==> src/rsi_consts.svh <==
// Constants for the reset state initializer
`ifndef RSI_CONSTS_SVH
`define RSI_CONSTS_SVH
`define RSI_PC_W        13
`define RSI_PC_RESET    13'h0000
`define RSI_PCL_RESET   8'h00
`define RSI_SP_W        4
`define RSI_SP_TOP      4'hF
`define RSI_INT_W       32
`define RSI_INT_RESET   32'h0000_0000
`define RSI_TMR_W       4
`define RSI_TMR_OFF     4'h0
`define RSI_IO_W        32
`define RSI_IO_INPUT    32'hFFFF_FFFF
`define RSI_AN_W        8
`define RSI_AN_ALL      8'hFF
`define RSI_WDT_W       16
`define RSI_WDT_CLEAR   16'h0000
`define RSI_WDT_ONE     16'h0001
`endif

==> src/rsi_pkg.sv <==
// Types for the reset state initializer
`include "rsi_consts.svh"
package rsi_pkg;
  // One-hot reset cause requests, sampled on a clock edge
  typedef struct packed {
    logic por;
    logic low_voltage_reset;
    logic wdt;
  } reset_req_s;
  // Forced core state
  typedef struct packed {
    logic [`RSI_PC_W-1:0]  pc;
    logic [7:0]            pc_low_byte;
    logic [`RSI_SP_W-1:0]  sp;
    logic [`RSI_INT_W-1:0] int_en;
    logic [`RSI_TMR_W-1:0] tmr_on;
    logic [`RSI_IO_W-1:0]  io_dir_in;
    logic [`RSI_AN_W-1:0]  analog_channel_pins;
  } core_state_s;
  typedef enum logic [1:0] {
    MODE_NORMAL,
    MODE_SLOW,
    MODE_IDLE,
    MODE_SLEEP
  } op_mode_e;
  typedef logic [`RSI_WDT_W-1:0] wdt_count_t;
endpackage

==> src/reset_state_initializer.sv <==
// Reset cause flags and forced initial core state
`timescale 1ns/100ps
`include "rsi_consts.svh"
// Overview of operation
// - Power-on clears both flags; watchdog time-out while halted sets both.
// - Watchdog time-out when running sets timeout flag, keeps power-down flag.
// - Low-voltage reset while running leaves both flags unchanged.
// - Flags live in status; halting and the watchdog update them.
// - After power-on every interrupt source is disabled until software enables it.
// - After any reset the watchdog count clears and counting restarts at once.
// - After power-on all timer modules are switched off.
// - After power-on all pins are inputs, analog channel pins set to converter.
// - After power-on the stack pointer points to the stack top.
module reset_state_initializer (
  // Clock and reset
  input  wire logic                 i_ref_clk,
  input  wire logic                 i_arst_n,
  // Reset cause and mode
  input  wire rsi_pkg::reset_req_s  i_req,
  input  wire rsi_pkg::op_mode_e    i_mode,
  // Software status updates
  input  wire logic                 i_halt_enter,
  input  wire logic                 i_wdt_clear,
  input  wire logic                 i_sw_wr,
  input  wire rsi_pkg::core_state_s i_sw_state,
  // Outputs
  output logic                      o_timeout_flag,
  output logic                      o_power_down_flag,
  output rsi_pkg::core_state_s      o_state,
  output rsi_pkg::wdt_count_t       o_watchdog_timer,
  output logic                      o_core_reset
);
  import rsi_pkg::*;

  logic        rst_sync1;
  logic        rst_n;
  logic        timeout_flag;
  logic        power_down_flag;
  logic        next_timeout_flag;
  logic        next_power_down_flag;
  core_state_s state;
  core_state_s next_state;
  wdt_count_t  wdt;
  wdt_count_t  next_wdt;
  logic        halted;
  logic        any_req;
  logic        core_reset;
  logic        next_core_reset;

  // Reset release through two flops; the first feeds only the second
  always_ff @(posedge i_ref_clk or negedge i_arst_n) begin
    if (!i_arst_n) begin
      rst_sync1 <= 1'b0;
      rst_n     <= 1'b0;
    end else begin
      rst_sync1 <= 1'b1;
      rst_n     <= rst_sync1;
    end
  end

  assign halted  = (i_mode == MODE_IDLE) || (i_mode == MODE_SLEEP);
  assign any_req = i_req.por | i_req.low_voltage_reset | i_req.wdt;

  // Full power-on image of the core
  function automatic core_state_s por_image();
    core_state_s s;
    s.pc                  = `RSI_PC_RESET;
    s.pc_low_byte         = `RSI_PCL_RESET;
    s.sp                  = `RSI_SP_TOP;
    s.int_en              = `RSI_INT_RESET;
    s.tmr_on              = `RSI_TMR_OFF;
    s.io_dir_in           = `RSI_IO_INPUT;
    s.analog_channel_pins = `RSI_AN_ALL;
    return s;
  endfunction

  // Flag update; power-on has priority over watchdog over low-voltage
  always_comb begin
    next_timeout_flag    = timeout_flag;
    next_power_down_flag = power_down_flag;
    if (i_req.por) begin
      next_timeout_flag    = 1'b0;
      next_power_down_flag = 1'b0;
    end else if (i_req.wdt) begin
      next_timeout_flag = 1'b1;
      if (halted) begin
        next_power_down_flag = 1'b1;
      end
    end else if (i_req.low_voltage_reset) begin
      next_timeout_flag    = timeout_flag;
      next_power_down_flag = power_down_flag;
    end else begin
      // Halt entry sets power-down and clears timeout; a watchdog clear clears both
      if (i_halt_enter) begin
        next_power_down_flag = 1'b1;
        next_timeout_flag    = 1'b0;
      end else if (i_wdt_clear) begin
        next_power_down_flag = 1'b0;
        next_timeout_flag    = 1'b0;
      end
    end
  end

  // Core state; a halted watchdog reset only touches PC and SP
  always_comb begin
    next_state = state;
    if (i_req.por || i_req.low_voltage_reset || (i_req.wdt && !halted)) begin
      next_state = por_image();
    end else if (i_req.wdt) begin
      next_state.pc          = `RSI_PC_RESET;
      next_state.pc_low_byte = `RSI_PCL_RESET;
      next_state.sp          = `RSI_SP_TOP;
    end else if (i_sw_wr) begin
      next_state = i_sw_state;
    end
    if (any_req) begin
      next_state.pc          = `RSI_PC_RESET;
      next_state.pc_low_byte = `RSI_PCL_RESET;
    end
  end

  // Watchdog clears on any reset and then counts with no software help
  always_comb begin
    next_wdt        = wdt + `RSI_WDT_ONE;
    next_core_reset = any_req;
    if (any_req || i_wdt_clear) begin
      next_wdt = `RSI_WDT_CLEAR;
    end
  end

  // Registers; a power-on image is also loaded by the asynchronous reset
  always_ff @(posedge i_ref_clk or negedge rst_n) begin
    if (!rst_n) begin
      timeout_flag    <= 1'b0;
      power_down_flag <= 1'b0;
      state           <= '{pc: `RSI_PC_RESET, pc_low_byte: `RSI_PCL_RESET,
                           sp: `RSI_SP_TOP, int_en: `RSI_INT_RESET,
                           tmr_on: `RSI_TMR_OFF, io_dir_in: `RSI_IO_INPUT,
                           analog_channel_pins: `RSI_AN_ALL};
      wdt             <= `RSI_WDT_CLEAR;
      core_reset      <= 1'b1;
    end else begin
      timeout_flag    <= next_timeout_flag;
      power_down_flag <= next_power_down_flag;
      state           <= next_state;
      wdt             <= next_wdt;
      core_reset      <= next_core_reset;
    end
  end

  assign o_timeout_flag    = timeout_flag;
  assign o_power_down_flag = power_down_flag;
  assign o_state           = state;
  assign o_watchdog_timer  = wdt;
  assign o_core_reset      = core_reset;

  property p_por_flags;
    @(posedge i_ref_clk) disable iff (!rst_n)
    i_req.por |=> !timeout_flag && !power_down_flag;
  endproperty
  a_por_flags: assert property (p_por_flags) else $error("por flags");

  property p_halt_wdt;
    @(posedge i_ref_clk) disable iff (!rst_n)
    (i_req.wdt && !i_req.por && halted) |=> timeout_flag && power_down_flag;
  endproperty
  a_halt_wdt: assert property (p_halt_wdt) else $error("halt wdt flags");

  property p_run_wdt;
    @(posedge i_ref_clk) disable iff (!rst_n)
    (i_req.wdt && !i_req.por && !halted) |=> timeout_flag && $stable(power_down_flag);
  endproperty
  a_run_wdt: assert property (p_run_wdt) else $error("run wdt flags");

  property p_lvr;
    @(posedge i_ref_clk) disable iff (!rst_n)
    (i_req.low_voltage_reset && !i_req.por && !i_req.wdt) |=> $stable(timeout_flag) && $stable(power_down_flag);
  endproperty
  a_lvr: assert property (p_lvr) else $error("lvr flags");

  property p_int_off;
    @(posedge i_ref_clk) disable iff (!rst_n)
    i_req.por |=> state.int_en == `RSI_INT_RESET && state.tmr_on == `RSI_TMR_OFF;
  endproperty
  a_int_off: assert property (p_int_off) else $error("int or timer on");

  property p_wdt_run;
    @(posedge i_ref_clk) disable iff (!rst_n)
    (any_req ##1 !any_req && !i_wdt_clear) |=> wdt == `RSI_WDT_ONE;
  endproperty
  a_wdt_run: assert property (p_wdt_run) else $error("wdt not counting");

  property p_io_sp;
    @(posedge i_ref_clk) disable iff (!rst_n)
    i_req.por |=> state.io_dir_in == `RSI_IO_INPUT && state.sp == `RSI_SP_TOP
      && state.analog_channel_pins == `RSI_AN_ALL;
  endproperty
  a_io_sp: assert property (p_io_sp) else $error("io or sp wrong");

  property p_pc;
    @(posedge i_ref_clk) disable iff (!rst_n)
    any_req |=> state.pc == `RSI_PC_RESET && state.pc_low_byte == `RSI_PCL_RESET;
  endproperty
  a_pc: assert property (p_pc) else $error("pc not cleared");

  property p_keep;
    @(posedge i_ref_clk) disable iff (!rst_n)
    (i_req.wdt && halted && !i_req.por && !i_req.low_voltage_reset) |=> $stable(state.int_en)
      && $stable(state.tmr_on) && $stable(state.io_dir_in);
  endproperty
  a_keep: assert property (p_keep) else $error("halt wdt changed ctrl");

  // A halted watchdog reset still returns the stack pointer to the top
  property p_halt_sp;
    @(posedge i_ref_clk) disable iff (!rst_n)
    (i_req.wdt && halted && !i_req.por && !i_req.low_voltage_reset) |=> state.sp == `RSI_SP_TOP;
  endproperty
  a_halt_sp: assert property (p_halt_sp) else $error("halt wdt sp not top");

  // Every request restarts the core in the following cycle
  property p_core_reset;
    @(posedge i_ref_clk) disable iff (!rst_n)
    any_req |=> core_reset;
  endproperty
  a_core_reset: assert property (p_core_reset) else $error("core reset missing");
endmodule

==> config.mk <==
export PLATFORM = sky130hd
export DESIGN_NAME = reset_state_initializer
export DESIGN_NICKNAME = d
export VERILOG_FILES = /design/src/rsi_pkg.sv /design/src/reset_state_initializer.sv
export VERILOG_INCLUDE_DIRS = /design/src
export SDC_FILE = /design/constraint.sdc
export NUM_CORES = 1
export LEC_CHECK = 0
export BUFFER_PORTS_ARGS = -buffer_cell sky130_fd_sc_hd__buf_2
export CAP_MARGIN = 20
export CORE_MARGIN = 2
export CORE_UTILIZATION = 42
export DETAILED_ROUTE_END_ITERATION = 7
export PLACE_DENSITY = 0.84
export SLEW_MARGIN = 40
export SYNTH_ARGS = -nofsm -noshare
export SYNTH_HDL_FRONTEND = slang
export SYNTH_SLANG_ARGS = --single-unit
==> constraint.sdc <==
create_clock -name i_ref_clk -period 3.65 [get_ports i_ref_clk]
set_clock_uncertainty 0.2 [all_clocks]
set_input_delay 0 -clock i_ref_clk [delete_from_list [all_inputs] [get_ports i_ref_clk]]
set_output_delay 0 -clock i_ref_clk [all_outputs]
set_load 0.03 [all_outputs]
==> metrics.md, run 1 <==
| Metric | Value |
|---|---|
| Number of vias per cell | `between 5 and 6` |
| Critical path buffer and inverter count | `4` |
| Unrepaired setup endpoints after global routing | `no` |
| Number of non-filler instances in the completed layout | `1047` |
| Slew Limit Fails | `0` |
| Post-synth EDFFs | `0` |
| Final weighted congestion in routability-driven placement | `between 0.8 and 0.9` |
| Antenna violation net count after detailed routing | `0` |
| Top flip-flop cell by instance count after synthesis | `dfrtp_1` |
| Complex-gate fraction of the synthesized area | `5.433%` |
| Maxcap violations | `0` |
| Die Span Y | `about 110 µm` |
| Part of the power in registers | `39.0%` |
| Adder-cell share of the synthesized area | `0.2515%` |
| Pwr/cell area | `~430 nW/µm²` |
| Via count of the first global-routing pass | `approximately 5600` |
| IO Count | `approximately 230` |
| Cell accounting for the most synthesized area | `dfrtp_1` |
| Synth Net Count | `between 600 and 700` |
| Endpoint type of the worst setup path | `register` |
| Cell leakage power | `between 0.004 and 0.005 µW` |
| Area share of xor/xnor cells in the synthesized design | `1.937%` |
| Top Family by Delay on Critical Path | `buffers and inverters` |
| Total routing usage reported by global routing | `about 27%` |
| Num rows | `39` |
| Switching portion of total power | `22.47%` |
| Root buffer cell | `clkbuf_16` |
| Slowest cell on the critical path | `dlygate4sd3_1` |
| TritonCTS Buffers | `17` |
| Final worst path period share | `between 70 and 80%` |
| Max rail drop VDD | `~0.00036 V` |
| Min Clock Period, post-route | `between 2 and 3 ns` |
| Top layer in use | `met4` |
| PortBufs | `229` |
| Final setup viols | `0` |
| Synthesized instance count | `just over 500` |
| Post-CTS repair timing setup buffer count | `0` |
| Critical path cell sequence | `dlygate4sd3_1, buf_2, nor2b_1, nor2_1, o32ai_1, dlygate4sd3_1, nand2_1, dlygate4sd3_1` |
| Top cell types by occurrence after synthesis | `159 x nand2_1, 77 x dfrtp_1, 46 x nand3_1` |
| Maximum buffer depth of the clock tree | `2` |
| Post-place instance area | `between 6000 and 7000 µm²` |
| Fraction of final layout cells sized beyond drive strength 1 | `a little over a third` |
| Startpoint type of the worst setup path | `primary input` |
| Required arrival time at the worst endpoint | `approximately 3.8 ns` |
| Total Neg Setup Slack | `0 ns` |
| Critical path's largest stage delay | `slightly below 0.6 ns` |
| Actual slew at the worst max-slew pin | `~0.6 ns` |
| Arrival time reported for the critical path endpoint | `~2.7 ns` |
| Maximum fanout along the worst path | `8` |
| Final Routed Wirelength | `17.20 mm` |
| Most repeated library cell on the critical path | `dlygate4sd3_1` |
| Top cell type's share of synthesized area | `roughly two fifths` |
| Final cell utilization of the core | `between 70% and 80%` |
| FF+latch count, synth | `122` |
| Drt first-iter violations | `494` |
| Overall via count from detail_route | `between 5000 and 6000` |
| Netlist cell types | `33` |
| Number of nets in the layout | `between 1000 and 1500` |
| DRT Pass-1 Iters | `5` |
| Wire length of the first global-routing pass | `around 27 mm` |
| Floorplan die width | `approximately 110 µm` |
| Peak Freq | `between 300 and 400 MHz` |
| Clock latency on the worst-skew pair | `between 0.4 and 0.5 ns` |
| Post-synthesis share of cell area spent on and, or, nand and nor gates | `approximately 23%` |
| # H-tree levels | `4` |
| Synth top area cells | `dfrtp_1 39%, dfstp_2 24%, nand2_1 12%` |
| Most used standard cell by instance count after synthesis | `nand2_1` |
| CTS sink count | `122` |
| Met3 Routed Length | `~1.0 mm` |
| Remaining DRCs | `0` |
| Switching Power | `between 800 and 900 µW` |
| Clock tree from TritonCTS | `done` |
| Final Hold Fails | `10` |
| WS Path Type | `primary input to register` |
| M1 WL | `~6.4 mm` |
| Synth-to-Final Area Change | `70.77%` |
| Number of antenna violations at the first check in global routing | `2` |
| Clock network power share | `between 40% and 50%` |
| Cell count after placement | `between 800 and 900` |
| Worst Hold Slack | `-0.01447 ns` |
| Die outline area | `between 10000 and 15000 µm²` |
| Clock transition at the register clock pins on the worst setup and hold paths after CTS | `~0.050 ns` |
| Effective utilization at floorplan | `a little over two fifths` |
| Portion of netlist area occupied by mux cells | `approximately 4.2%` |
| Main combinational cell family by area after synthesis | `simple AND/OR/NAND/NOR gates` |
| Routed length on met2 | `8.893 mm` |
| Worst slew margin | `59.24%` |
| Synth Cell Area | `around 5000 µm²` |
| Async set-or-reset flop fraction in the synthesized netlist | `100.0%` |
| Final HPWL from detailed placement | `~8.5 mm` |
| Worst min-delay path category | `register to asynchronous set/reset pin` |
| Combinational Power Share | `approximately an eighth` |
| Average cell area after synthesis | `9.812 µm²` |
| Share of synthesized area occupied by flip-flops and latches | `about 63%` |
| Int Pwr | `~2800 µW` |
| Total core area | `about 11000 µm²` |
| Number of warning messages in the yosys log | `0` |
| Status | `finished with violations` |
| Wire per inst | `~16 µm` |
| Post-layout instance area | `8496 µm²` |
| Total overflow reported by the global router | `0` |
| Maximum number of pins on one net before global-route repair | `63` |
| Violations in the final reports | `hold timing` |
==> per-layer routing <==
layer	GRT usage, %	vias up
met1	30.84	2608
met3	7.070	85
li1	-	2437
met5	0	-
met4	16.10	0
met2	46.55	279
==> cell families (layout without fill, tap and decap cells) <==
family	after synthesis	count (layout)
simple gates	266	266
flops	122	122
compound gates	50	50
buf+inv	35	430
mux	21	21
xor+xnor	11	11
fa+ha+maj	1	1
other cells	1	3
==> final cells by class <==
| type | count | area, µm² |
|---|---|---|
| Multi-Input combinational cell | 350 | 1730 |
| Sequential cell | 122 | 3113 |
| Inverter | 4 | 15.01 |
| Antenna cell | 2 | 5.005 |
| Clock buffer | 28 | 580.6 |
| Timing Repair Buffer | 394 | 2803 |
| Clock inverter | 4 | 70.07 |
| Fill cell | 692 | 2972 |
| Tap cell | 143 | 178.9 |
==> stage by stage <==
| step | hold WS [ns] | setup WS (ns) | total power, µW |
|---|---|---|---|
| 2_1_floorplan | -0.4956 | 1.458 | 1602 |
| 3_5_place_dp | -0.4097 | 1.672 | 1724 |
| 4_1_cts | 0.0008201 | 1.093 | 3628 |
| 6_report | -0.01447 | 1.035 | 3624 |
| 5_1_grt | 0.003385 | 0.8612 | 3748 |
| 3_3_place_gp | -0.4127 | 1.680 | 1719 |
==> worst paths after layout <==
path,to,cells after the start,slack [ns],startpoint
max,o_state[79]$_DFFE_PN1P_,8,1.03,i_req[0]
min reg2reg,o_state[85]$_DFFE_PN0P_,0,-0.01,rst_n$_DFF_PN0_
min in group i_ref_clk,o_state[88]$_DFFE_PN0P_,4,0.02,i_sw_wr
max reg2reg,o_state[79]$_DFFE_PN1P_,4,1.61,o_state[79]$_DFFE_PN1P_
min,o_state[85]$_DFFE_PN0P_,0,-0.01,rst_n$_DFF_PN0_
max in group asynchronous,o_state[76]$_DFFE_PN1P_,1,2.63,rst_n$_DFF_PN0_
==> power by group through the flow <==
stage	combinational (µW)	clock [µW]	sequential (µW)
floorplan	103	0	1500
global placement	280	0	1440
detailed placement	284	0	1440
CTS	397	1810	1420
global route	457	1880	1410
finish	425	1790	1410
==> layout by cell type, fill, tap and decap left out, drive strengths merged, types with 2 or more instances in the layout <==
| cell | Yosys | routed |
|---|---|---|
| o32ai | 2 | 2 |
| diode | 0 | 2 |
| dfrtp | 77 | 77 |
| nor2b | 2 | 2 |
| and3 | 2 | 2 |
| bufinv | 0 | 2 |
| dlygate4sd3 | 0 | 157 |
| nand3 | 47 | 47 |
| a21oi | 40 | 40 |
| o31ai | 2 | 2 |
| nand2 | 159 | 159 |
| or3 | 2 | 2 |
| nand4 | 5 | 5 |
| nor2 | 37 | 37 |
| nand2b | 2 | 2 |
| inv | 4 | 4 |
| or4 | 2 | 2 |
| a211oi | 2 | 2 |
| xor2 | 5 | 5 |
| mux2i | 21 | 21 |
| dfstp | 45 | 45 |
| buf | 10 | 237 |
| clkbuf | 21 | 28 |
| clkinv | 0 | 2 |
| nor3 | 4 | 4 |
| xnor2 | 6 | 6 |
| o21ai | 3 | 3 |
==> repair_timing <==
action,4_1_cts,5_1_grt
hold buffers,157,0
gates resized for setup,0,0
hold endpoints to repair,106,0
==> registers in the layout, indices dropped and copies added (netlist names) <==
signal,cells
o_state,101
o_core_reset,1
rst_sync1,1
o_power_down_flag,1
o_watchdog_timer,16
o_timeout_flag,1
rst_n,1
Power figures use the tool's default switching activity.
==> inputs of run 2 (changes only) <==
- ABC_AREA: unset -> 1
- CORE_UTILIZATION: 42 -> 43
- PLACE_DENSITY: 0.84 -> 0.85
- clock period: 3.65 -> 2.3 ns (I/O delays scaled with it)
==> run 2 against run 1 <==
Against the previous run: the flow now finishes without violations; sequential share of layout area fell by 1.4 points; area after synthesis grew 5.1%; first-iteration DRC count up 22%; cell count is 7.7% higher; cell area grew 4.1%; worst hold slack improved by 0.044 ns; die area rose by 2.5%; register-to-register slack lost 1.0 ns; global-route usage grew 2.5 points.
==> metrics.md, run 2 <==
| Metric | Value |
|---|---|
| Total core area | `between 10000 and 15000 µm²` |
| Maximum fanout along the worst path | `40` |
| Path depth of the worst reg2reg path | `6` |
| Maxcap violations | `0` |
| Slew Limit Fails | `0` |
| Remaining DRCs | `0` |
| PortBufs | `229` |
| Top Family by Delay on Critical Path | `buffers and inverters` |
| Top cell types by occurrence after synthesis | `145 x nand2_1, 86 x o21ai_0, 77 x dfrtp_1` |
| Final cell utilization of the core | `between 70% and 80%` |
| Synth top area cells | `dfrtp_1 37%, dfstp_2 23%, nand2_1 10%` |
| Critical path cell sequence | `dlygate4sd3_1, buf_2, nor2_4, o21ai_4, inv_2, nand3_1, dlygate4sd3_1` |
| DRT Pass-1 Iters | `5` |
| Unrepaired setup endpoints after global routing | `no` |
| Top cell type's share of synthesized area | `between 30 and 40%` |
| Capture point of the worst path | `o_state[32]$_DFFE_PN1P_` |
| Cell count after placement | `about 900` |
| Arrival time reported for the critical path endpoint | `2.21 ns` |
| Synth-to-Final Area Change | `69.15%` |
| WS Path Type | `primary input to register` |
| Routed length on met2 | `roughly 9.4 mm` |
| Number of non-filler instances in the completed layout | `between 1000 and 1500` |
| Top layer in use | `met4` |
| Number of nets in the layout | `approximately 1100` |
| Root buffer cell | `clkbuf_16` |
| # H-tree levels | `4` |
| Die outline area | `between 10000 and 15000 µm²` |
| Worst slew margin | `55.63%` |
| Final HPWL from detailed placement | `9.446 mm` |
| Commonest cells after routing, fill and taps aside | `229 x buf_2, 173 x dlygate4sd3_1, 145 x nand2_1` |
| Endpoint of the worst-slack reg-to-reg timing path | `o_watchdog_timer[8]$_DFF_PN0_` |
| Post-layout instance area | `around 8800 µm²` |
| Startpoint of the worst-slack reg-to-reg timing path | `o_watchdog_timer[0]$_DFF_PN0_` |
| Synth Cell Area | `about 5200 µm²` |
| Final worst path period share | `about 90%` |
| Worst Hold Slack | `about 0.029 ns` |
| Wire per inst | `roughly 17 µm` |
| Post-place instance area | `roughly 6400 µm²` |
| Most repeated library cell on the critical path | `dlygate4sd3_1` |
| Most used standard cell by instance count after synthesis | `nand2_1` |
| Share of synthesized area occupied by flip-flops and latches | `between 50% and 60%` |
| M1 WL | `7.137 mm` |
| Cell accounting for the most synthesized area | `dfrtp_1` |
| Worst setup slack for register-to-register paths | `between 0.6 and 0.7 ns` |
| IO Count | `around 230` |
| Critical path buffer and inverter count | `4` |
| Required arrival time at the worst endpoint | `2.43 ns` |
| Fraction of final layout cells sized beyond drive strength 1 | `33.20%` |
| Overall via count from detail_route | `about 6000` |
| Critical path's largest stage delay | `just over 0.6 ns` |
| Met3 Routed Length | `~1.3 mm` |
| Critical Path Source | `i_req[1]` |
| Synth Net Count | `slightly below 700` |
| Cell leakage power | `~0.0041 µW` |
| Post-synth EDFFs | `0` |
| FF+latch count, synth | `roughly 120` |
| TritonCTS Buffers | `17` |
| Maximum number of pins on one net before global-route repair | `77` |
| Status | `finished, final reports clean` |
| Final setup viols | `0` |
| Final Hold Fails | `0` |
| Async set-or-reset flop fraction in the synthesized netlist | `100.0%` |
| Max rail drop VDD | `roughly 0.00039 V` |
| Number of antenna violations at the first check in global routing | `1` |
| Wire length of the first global-routing pass | `around 30 mm` |
| CTS sink count | `122` |
| Peak Freq | `480.7 MHz` |
| Clock transition at the register clock pins on the worst setup and hold paths after CTS | `roughly 0.05 ns` |
| Total routing usage reported by global routing | `29.72%` |
| Average cell area after synthesis | `9.091 µm²` |
| Worst min-delay path category | `primary input to register` |
| Synthesized instance count | `around 580` |
| Maximum buffer depth of the clock tree | `2` |
| Flip-flop count of the largest register, all copies and words added | `101` |
| Floorplan die width | `approximately 110 µm` |
| Endpoint type of the worst setup path | `register` |
| Die Span Y | `around 110 µm` |
| Antenna violation net count after detailed routing | `0` |
| Number of warning messages in the yosys log | `0` |
| Top flip-flop cell by instance count after synthesis | `dfrtp_1` |
| Num rows | `40` |
| Cell depth of the worst setup path | `7` |
| Drt first-iter violations | `between 600 and 700` |
| Final Routed Wirelength | `18.74 mm` |
| Most common cell after layout, fill and taps aside | `buf_2` |
| Total Neg Setup Slack | `0 ns` |
| Final weighted congestion in routability-driven placement | `just under 0.9` |
| Startpoint type of the worst setup path | `primary input` |
| Min Clock Period, post-route | `2.080 ns` |
| Via count of the first global-routing pass | `6095` |
| Clock tree from TritonCTS | `done` |
| Slowest cell on the critical path | `dlygate4sd3_1` |
| Total overflow reported by the global router | `0` |
| Pwr/cell area | `approximately 700 nW/µm²` |
| Effective utilization at floorplan | `43.70%` |
| Actual slew at the worst max-slew pin | `approximately 0.67 ns` |
| Netlist cell types | `26` |
| Clock latency on the worst-skew pair | `0.41 ns` |
| Number of vias per cell | `5.245` |
run 2: cell count changes in the layout (fill, tap and decap cells not counted), moves of 3 or more:
cell	previous run	this run
nand4_1	5	2
a21oi_1	40	69
inv_1	3	12
xor2_1	5	1
nand2_1	159	145
inv_2	1	4
mux2i_1	21	0
clkinvlp_4	0	3
xnor2_1	6	0
clkbuf_16	20	17
dlygate4sd3_1	157	173
bufinv_16	2	6
o21ai_0	3	86
clkbuf_1	3	0
run 2: worst min-delay path by stage:
stage	startpoint	endpoint	depth (start not counted)
floorplan	i_arst_n	rst_n$_DFF_PN0_	0
global placement	i_arst_n	rst_sync1$_DFF_PN0_	1
detailed placement	i_arst_n	rst_sync1$_DFF_PN0_	1
CTS	i_mode[1]	o_state[47]$_DFFE_PN0P_	4
global route	i_mode[1]	o_state[56]$_DFFE_PN0P_	4
finish	i_mode[1]	o_state[56]$_DFFE_PN0P_	4
run 2: through the flow:
stage                     worst slack, ns  total power [µW]
final                              0.2196              6016
after global routing              0.08308              6208
after CTS                          0.2267              6016
after detailed placement           0.6435              2752
after global placement             0.6785              2745
after floorplan                    0.1076              2563
run 2: worst reg2reg max path: cells and delay by family (launching register included):
kind | cells | cell delay (ns)
simple gates | 4 | 0.59
flops | 1 | 0.40
compound gates | 1 | 0.18
fa+ha+maj | 1 | 0.20
run 2: timing repair:
action | 4_1_cts | 5_1_grt
gates resized for setup | 0 | 0
hold endpoints to repair | 122 | 0
hold buffers | 173 | 0
buffers inserted | 0 | 0
run 2: kinds of logic (layout without fill, tap and decap cells):
logic type,Yosys count,in the layout,share of synthesized area [%]
AOI/OAI and AO/OA,158,158,15.41
xor gates and xnor gates,1,1,0.1676
adders and majority gates,1,1,0.2393
buffers and inverters,54,458,5.457
DFF,122,122,59.48
other,1,3,0.07174
and+or+nand+nor,238,238,19.17
run 2: power by group:
| part | switching (µW) | internal [µW] | total (µW) |
|---|---|---|---|
| Combinational | 388 | 318 | 705 |
| Sequential | 23.9 | 2210 | 2230 |
| Clock | 964 | 2110 | 3080 |
| Total | 1380 | 4640 | 6020 |
run 2: cell type report:
| type | count | area (µm²) |
|---|---|---|
| well taps | 147 | 183.9 |
| clock buffers | 20 | 466.7 |
| multi-input cells | 399 | 1833 |
| inverters | 16 | 60.06 |
| diodes | 2 | 5.005 |
| flip-flops and latches | 122 | 3113 |
| clock inverters | 12 | 217.7 |
| fillers | 770 | 3119 |
| repair buffers | 410 | 2963 |
run 2: layer usage:
metal / up-vias / track usage [%]
met5: - / 0
met4: 0 / 16.42
met3: 77 / 7.517
met2: 320 / 50.71
met1: 2819 / 34.23
li1: 2700 / -
==> inputs of run 3 (changes only) <==
- ABC_AREA: 1 -> unset
- CORE_UTILIZATION: 43 -> 42
- PLACE_DENSITY: 0.85 -> 0.84
==> run 3 against run 2 <==
Against the previous run: worst hold slack gained 0.020 ns; non-clock buffer count shrank 12; utilization grew 0.076 points; sequential share of layout area grew 1.5 points; clock power shrank 12%; worst setup slack lost 0.028 ns; flip-flop and latch count is the same; critical path depth is the same; global-route usage shrank 1.9 points; highest routed layer unchanged; routed wire length shrank 6.7%; cell count shrank 6.9%; total power shrank 6.6%.
==> metrics.md, run 3 (synthesis gave the netlist of run 1 again) <==
| Metric | Value |
|---|---|
| Maximum number of pins on one net before global-route repair | `63` |
| PortBufs | `roughly 230` |
| Final Hold Fails | `0` |
| CTS sink count | `roughly 120` |
| Startpoint of the worst-slack reg-to-reg timing path | `o_power_down_flag$_DFFE_PN0P_` |
| Cell leakage power | `between 0.004 and 0.005 µW` |
| Total Neg Setup Slack | `0 ns` |
| TritonCTS Buffers | `17` |
| Max rail drop VDD | `around 0.00046 V` |
| Final Routed Wirelength | `17.48 mm` |
| Synth-to-Final Area Change | `70.57%` |
| Final setup viols | `0` |
| Number of nets in the layout | `between 1000 and 1500` |
| Startpoint type of the worst setup path | `primary input` |
| FF/Latch Area | `~3100 µm²` |
| Worst min-delay path category | `primary input to register` |
| Combined area of the multi-input logic cells | `~1700 µm²` |
| Most common cell after layout, fill and taps aside | `buf_2` |
| Die Span Y | `~110 µm` |
| Min Clock Period, post-route | `between 2 and 2.5 ns` |
| Drt first-iter violations | `approximately 430` |
| Place WS | `between 0.4 and 0.5 ns` |
| Pwr/cell area | `approximately 660 nW/µm²` |
| Path depth of the worst reg2reg path | `4` |
| Final worst path period share | `91.67%` |
| Commonest cells after routing, fill and taps aside | `229 x buf_2, 159 x nand2_1, 159 x dlygate4sd3_1` |
| # H-tree levels | `4` |
| Total overflow reported by the global router | `0` |
| Fraction of final layout cells sized beyond drive strength 1 | `35.32%` |
| Total routing usage reported by global routing | `about 28%` |
| Remaining DRCs | `0` |
| Antenna violation net count after detailed routing | `0` |
| Post-layout worst setup margin | `0.1916 ns` |
| Maxcap violations | `0` |
| Slew Limit Fails | `0` |
| Status | `finished, final reports clean` |
| Total core area | `about 11000 µm²` |
| Floorplan die width | `between 100 and 150 µm` |
| Worst slew margin | `a little over 60%` |
| Overall via count from detail_route | `approximately 5400` |
| Num rows | `39` |
| Endpoint of the worst-slack reg-to-reg timing path | `o_power_down_flag$_DFFE_PN0P_` |
| Maximum buffer depth of the clock tree | `2` |
| Final HPWL from detailed placement | `8.729 mm` |
| Actual slew at the worst max-slew pin | `approximately 0.6 ns` |
| Effective utilization at floorplan | `a little over two fifths` |
| DRT Pass-1 Iters | `6` |
| Die outline area | `about 13000 µm²` |
| Critical Path Source | `i_wdt_clear` |
| Unrepaired setup endpoints after global routing | `no` |
| Clock tree from TritonCTS | `done` |
| Final weighted congestion in routability-driven placement | `0.8232` |
| Maximum fanout along the worst path | `3` |
| Wire length of the first global-routing pass | `about 28 mm` |
| WS Path Type | `primary input to register` |
| Via count of the first global-routing pass | `5716` |
| Clock transition at the register clock pins on the worst setup and hold paths after CTS | `0.05 ns` |
| Flip-flop count of the largest register, all copies and words added | `~100` |
| Worst Hold Depth | `5` |
| Root buffer cell | `clkbuf_16` |
| IO Count | `231` |
| Cell count after placement | `approximately 860` |
| Number of non-filler instances in the completed layout | `approximately 1100` |
| Peak Freq | `around 470 MHz` |
| Endpoint type of the worst setup path | `register` |
| Number of vias per cell | `5.172` |
| Capture point of the worst path | `o_power_down_flag$_DFFE_PN0P_` |
| Required arrival time at the worst endpoint | `2.43 ns` |
| Arrival time reported for the critical path endpoint | `about 2.2 ns` |
| Worst setup slack for register-to-register paths | `roughly 0.21 ns` |
| Fill cells | `around 710` |
| Final cell utilization of the core | `between 70% and 80%` |
| Wire per inst | `around 17 µm` |
| Number of antenna violations at the first check in global routing | `0` |
| Clock latency on the worst-skew pair | `around 0.40 ns` |
==> run 3: changes by cell type in the layout (fill, tap and decap cells not counted), moves of 6 or more <==
cell	change
o21ai_0	-83
a21oi_1	-29
mux2i_1	+21
dlygate4sd3_1	-14
nand2_1	+14
inv_1	-9
xnor2_1	+6
==> run 3: how the worst min path moves through the flow <==
stage / startpoint / to / slack [ns]
2_1_floorplan: i_arst_n / rst_n$_DFF_PN0_ / -0.50
3_3_place_gp: i_arst_n / rst_sync1$_DFF_PN0_ / -0.41
3_5_place_dp: i_arst_n / rst_sync1$_DFF_PN0_ / -0.41
4_1_cts: i_sw_wr / o_state[91]$_DFFE_PN0P_ / 0.04
5_1_grt: i_sw_wr / o_state[80]$_DFFE_PN0P_ / 0.07
6_report: i_sw_wr / o_state[56]$_DFFE_PN0P_ / 0.05
==> run 3: worst max-delay path: stages <==
cell and delay, ns:
dlygate4sd3_1 0.55, buf_2 0.14, o21bai_2 0.15, a211oi_1 0.09
dlygate4sd3_1 0.56, a211oi_1 0.18, dlygate4sd3_1 0.57
==> run 3: cell type report <==
type | instances | area share [%]
antenna | 1 | 0.02949
clock buffer | 28 | 6.738
clock inverter | 4 | 0.5308
inverter | 4 | 0.1769
multi-input combinational | 350 | 20.44
sequential | 122 | 36.69
tap | 143 | 2.109
timing repair buffer | 398 | 33.29
==> run 3: power by group <==
| part | internal (µW) | switching, µW | leakage [µW] |
|---|---|---|---|
| clock | 1800 | 899 | 0.000305 |
| combinational | 317 | 356 | 0.00221 |
| sequential | 2210 | 36.2 | 0.00154 |
| total | 4330 | 1290 | 0.00405 |
==> run 3: metal layers <==
| layer | routed length (µm) | share of wire [%] | GRT usage, % | vias up |
|---|---|---|---|---|
| li1 | - | - | - | 2438 |
| met1 | 6275 | 36 | 30.75 | 2591 |
| met2 | 9013 | 52 | 47.78 | 308 |
| met3 | 1282 | 7.3 | 7.231 | 94 |
| met4 | 911 | 5.2 | 17.48 | 0 |
| met5 | 0 | 0 | 0 | - |
==> run 3: per-stage QoR <==
step	area [µm²]	hold WS, ns	power [µW]
after global routing	8483	0.07175	5818
after CTS	8479	0.03752	5600
final	8486	0.04943	5618
after detailed placement	6271	-0.4123	2739
after floorplan	4976	-0.4956	2543
after global placement	6271	-0.4131	2733
==> run 3: timing repair <==
action / CTS / global route
hold buffers: 159 / 0
hold endpoints to repair: 106 / 0
setup buffers: 0 / 0
endpoints found under the setup margin: 0 / 1
resized for setup: 0 / 1
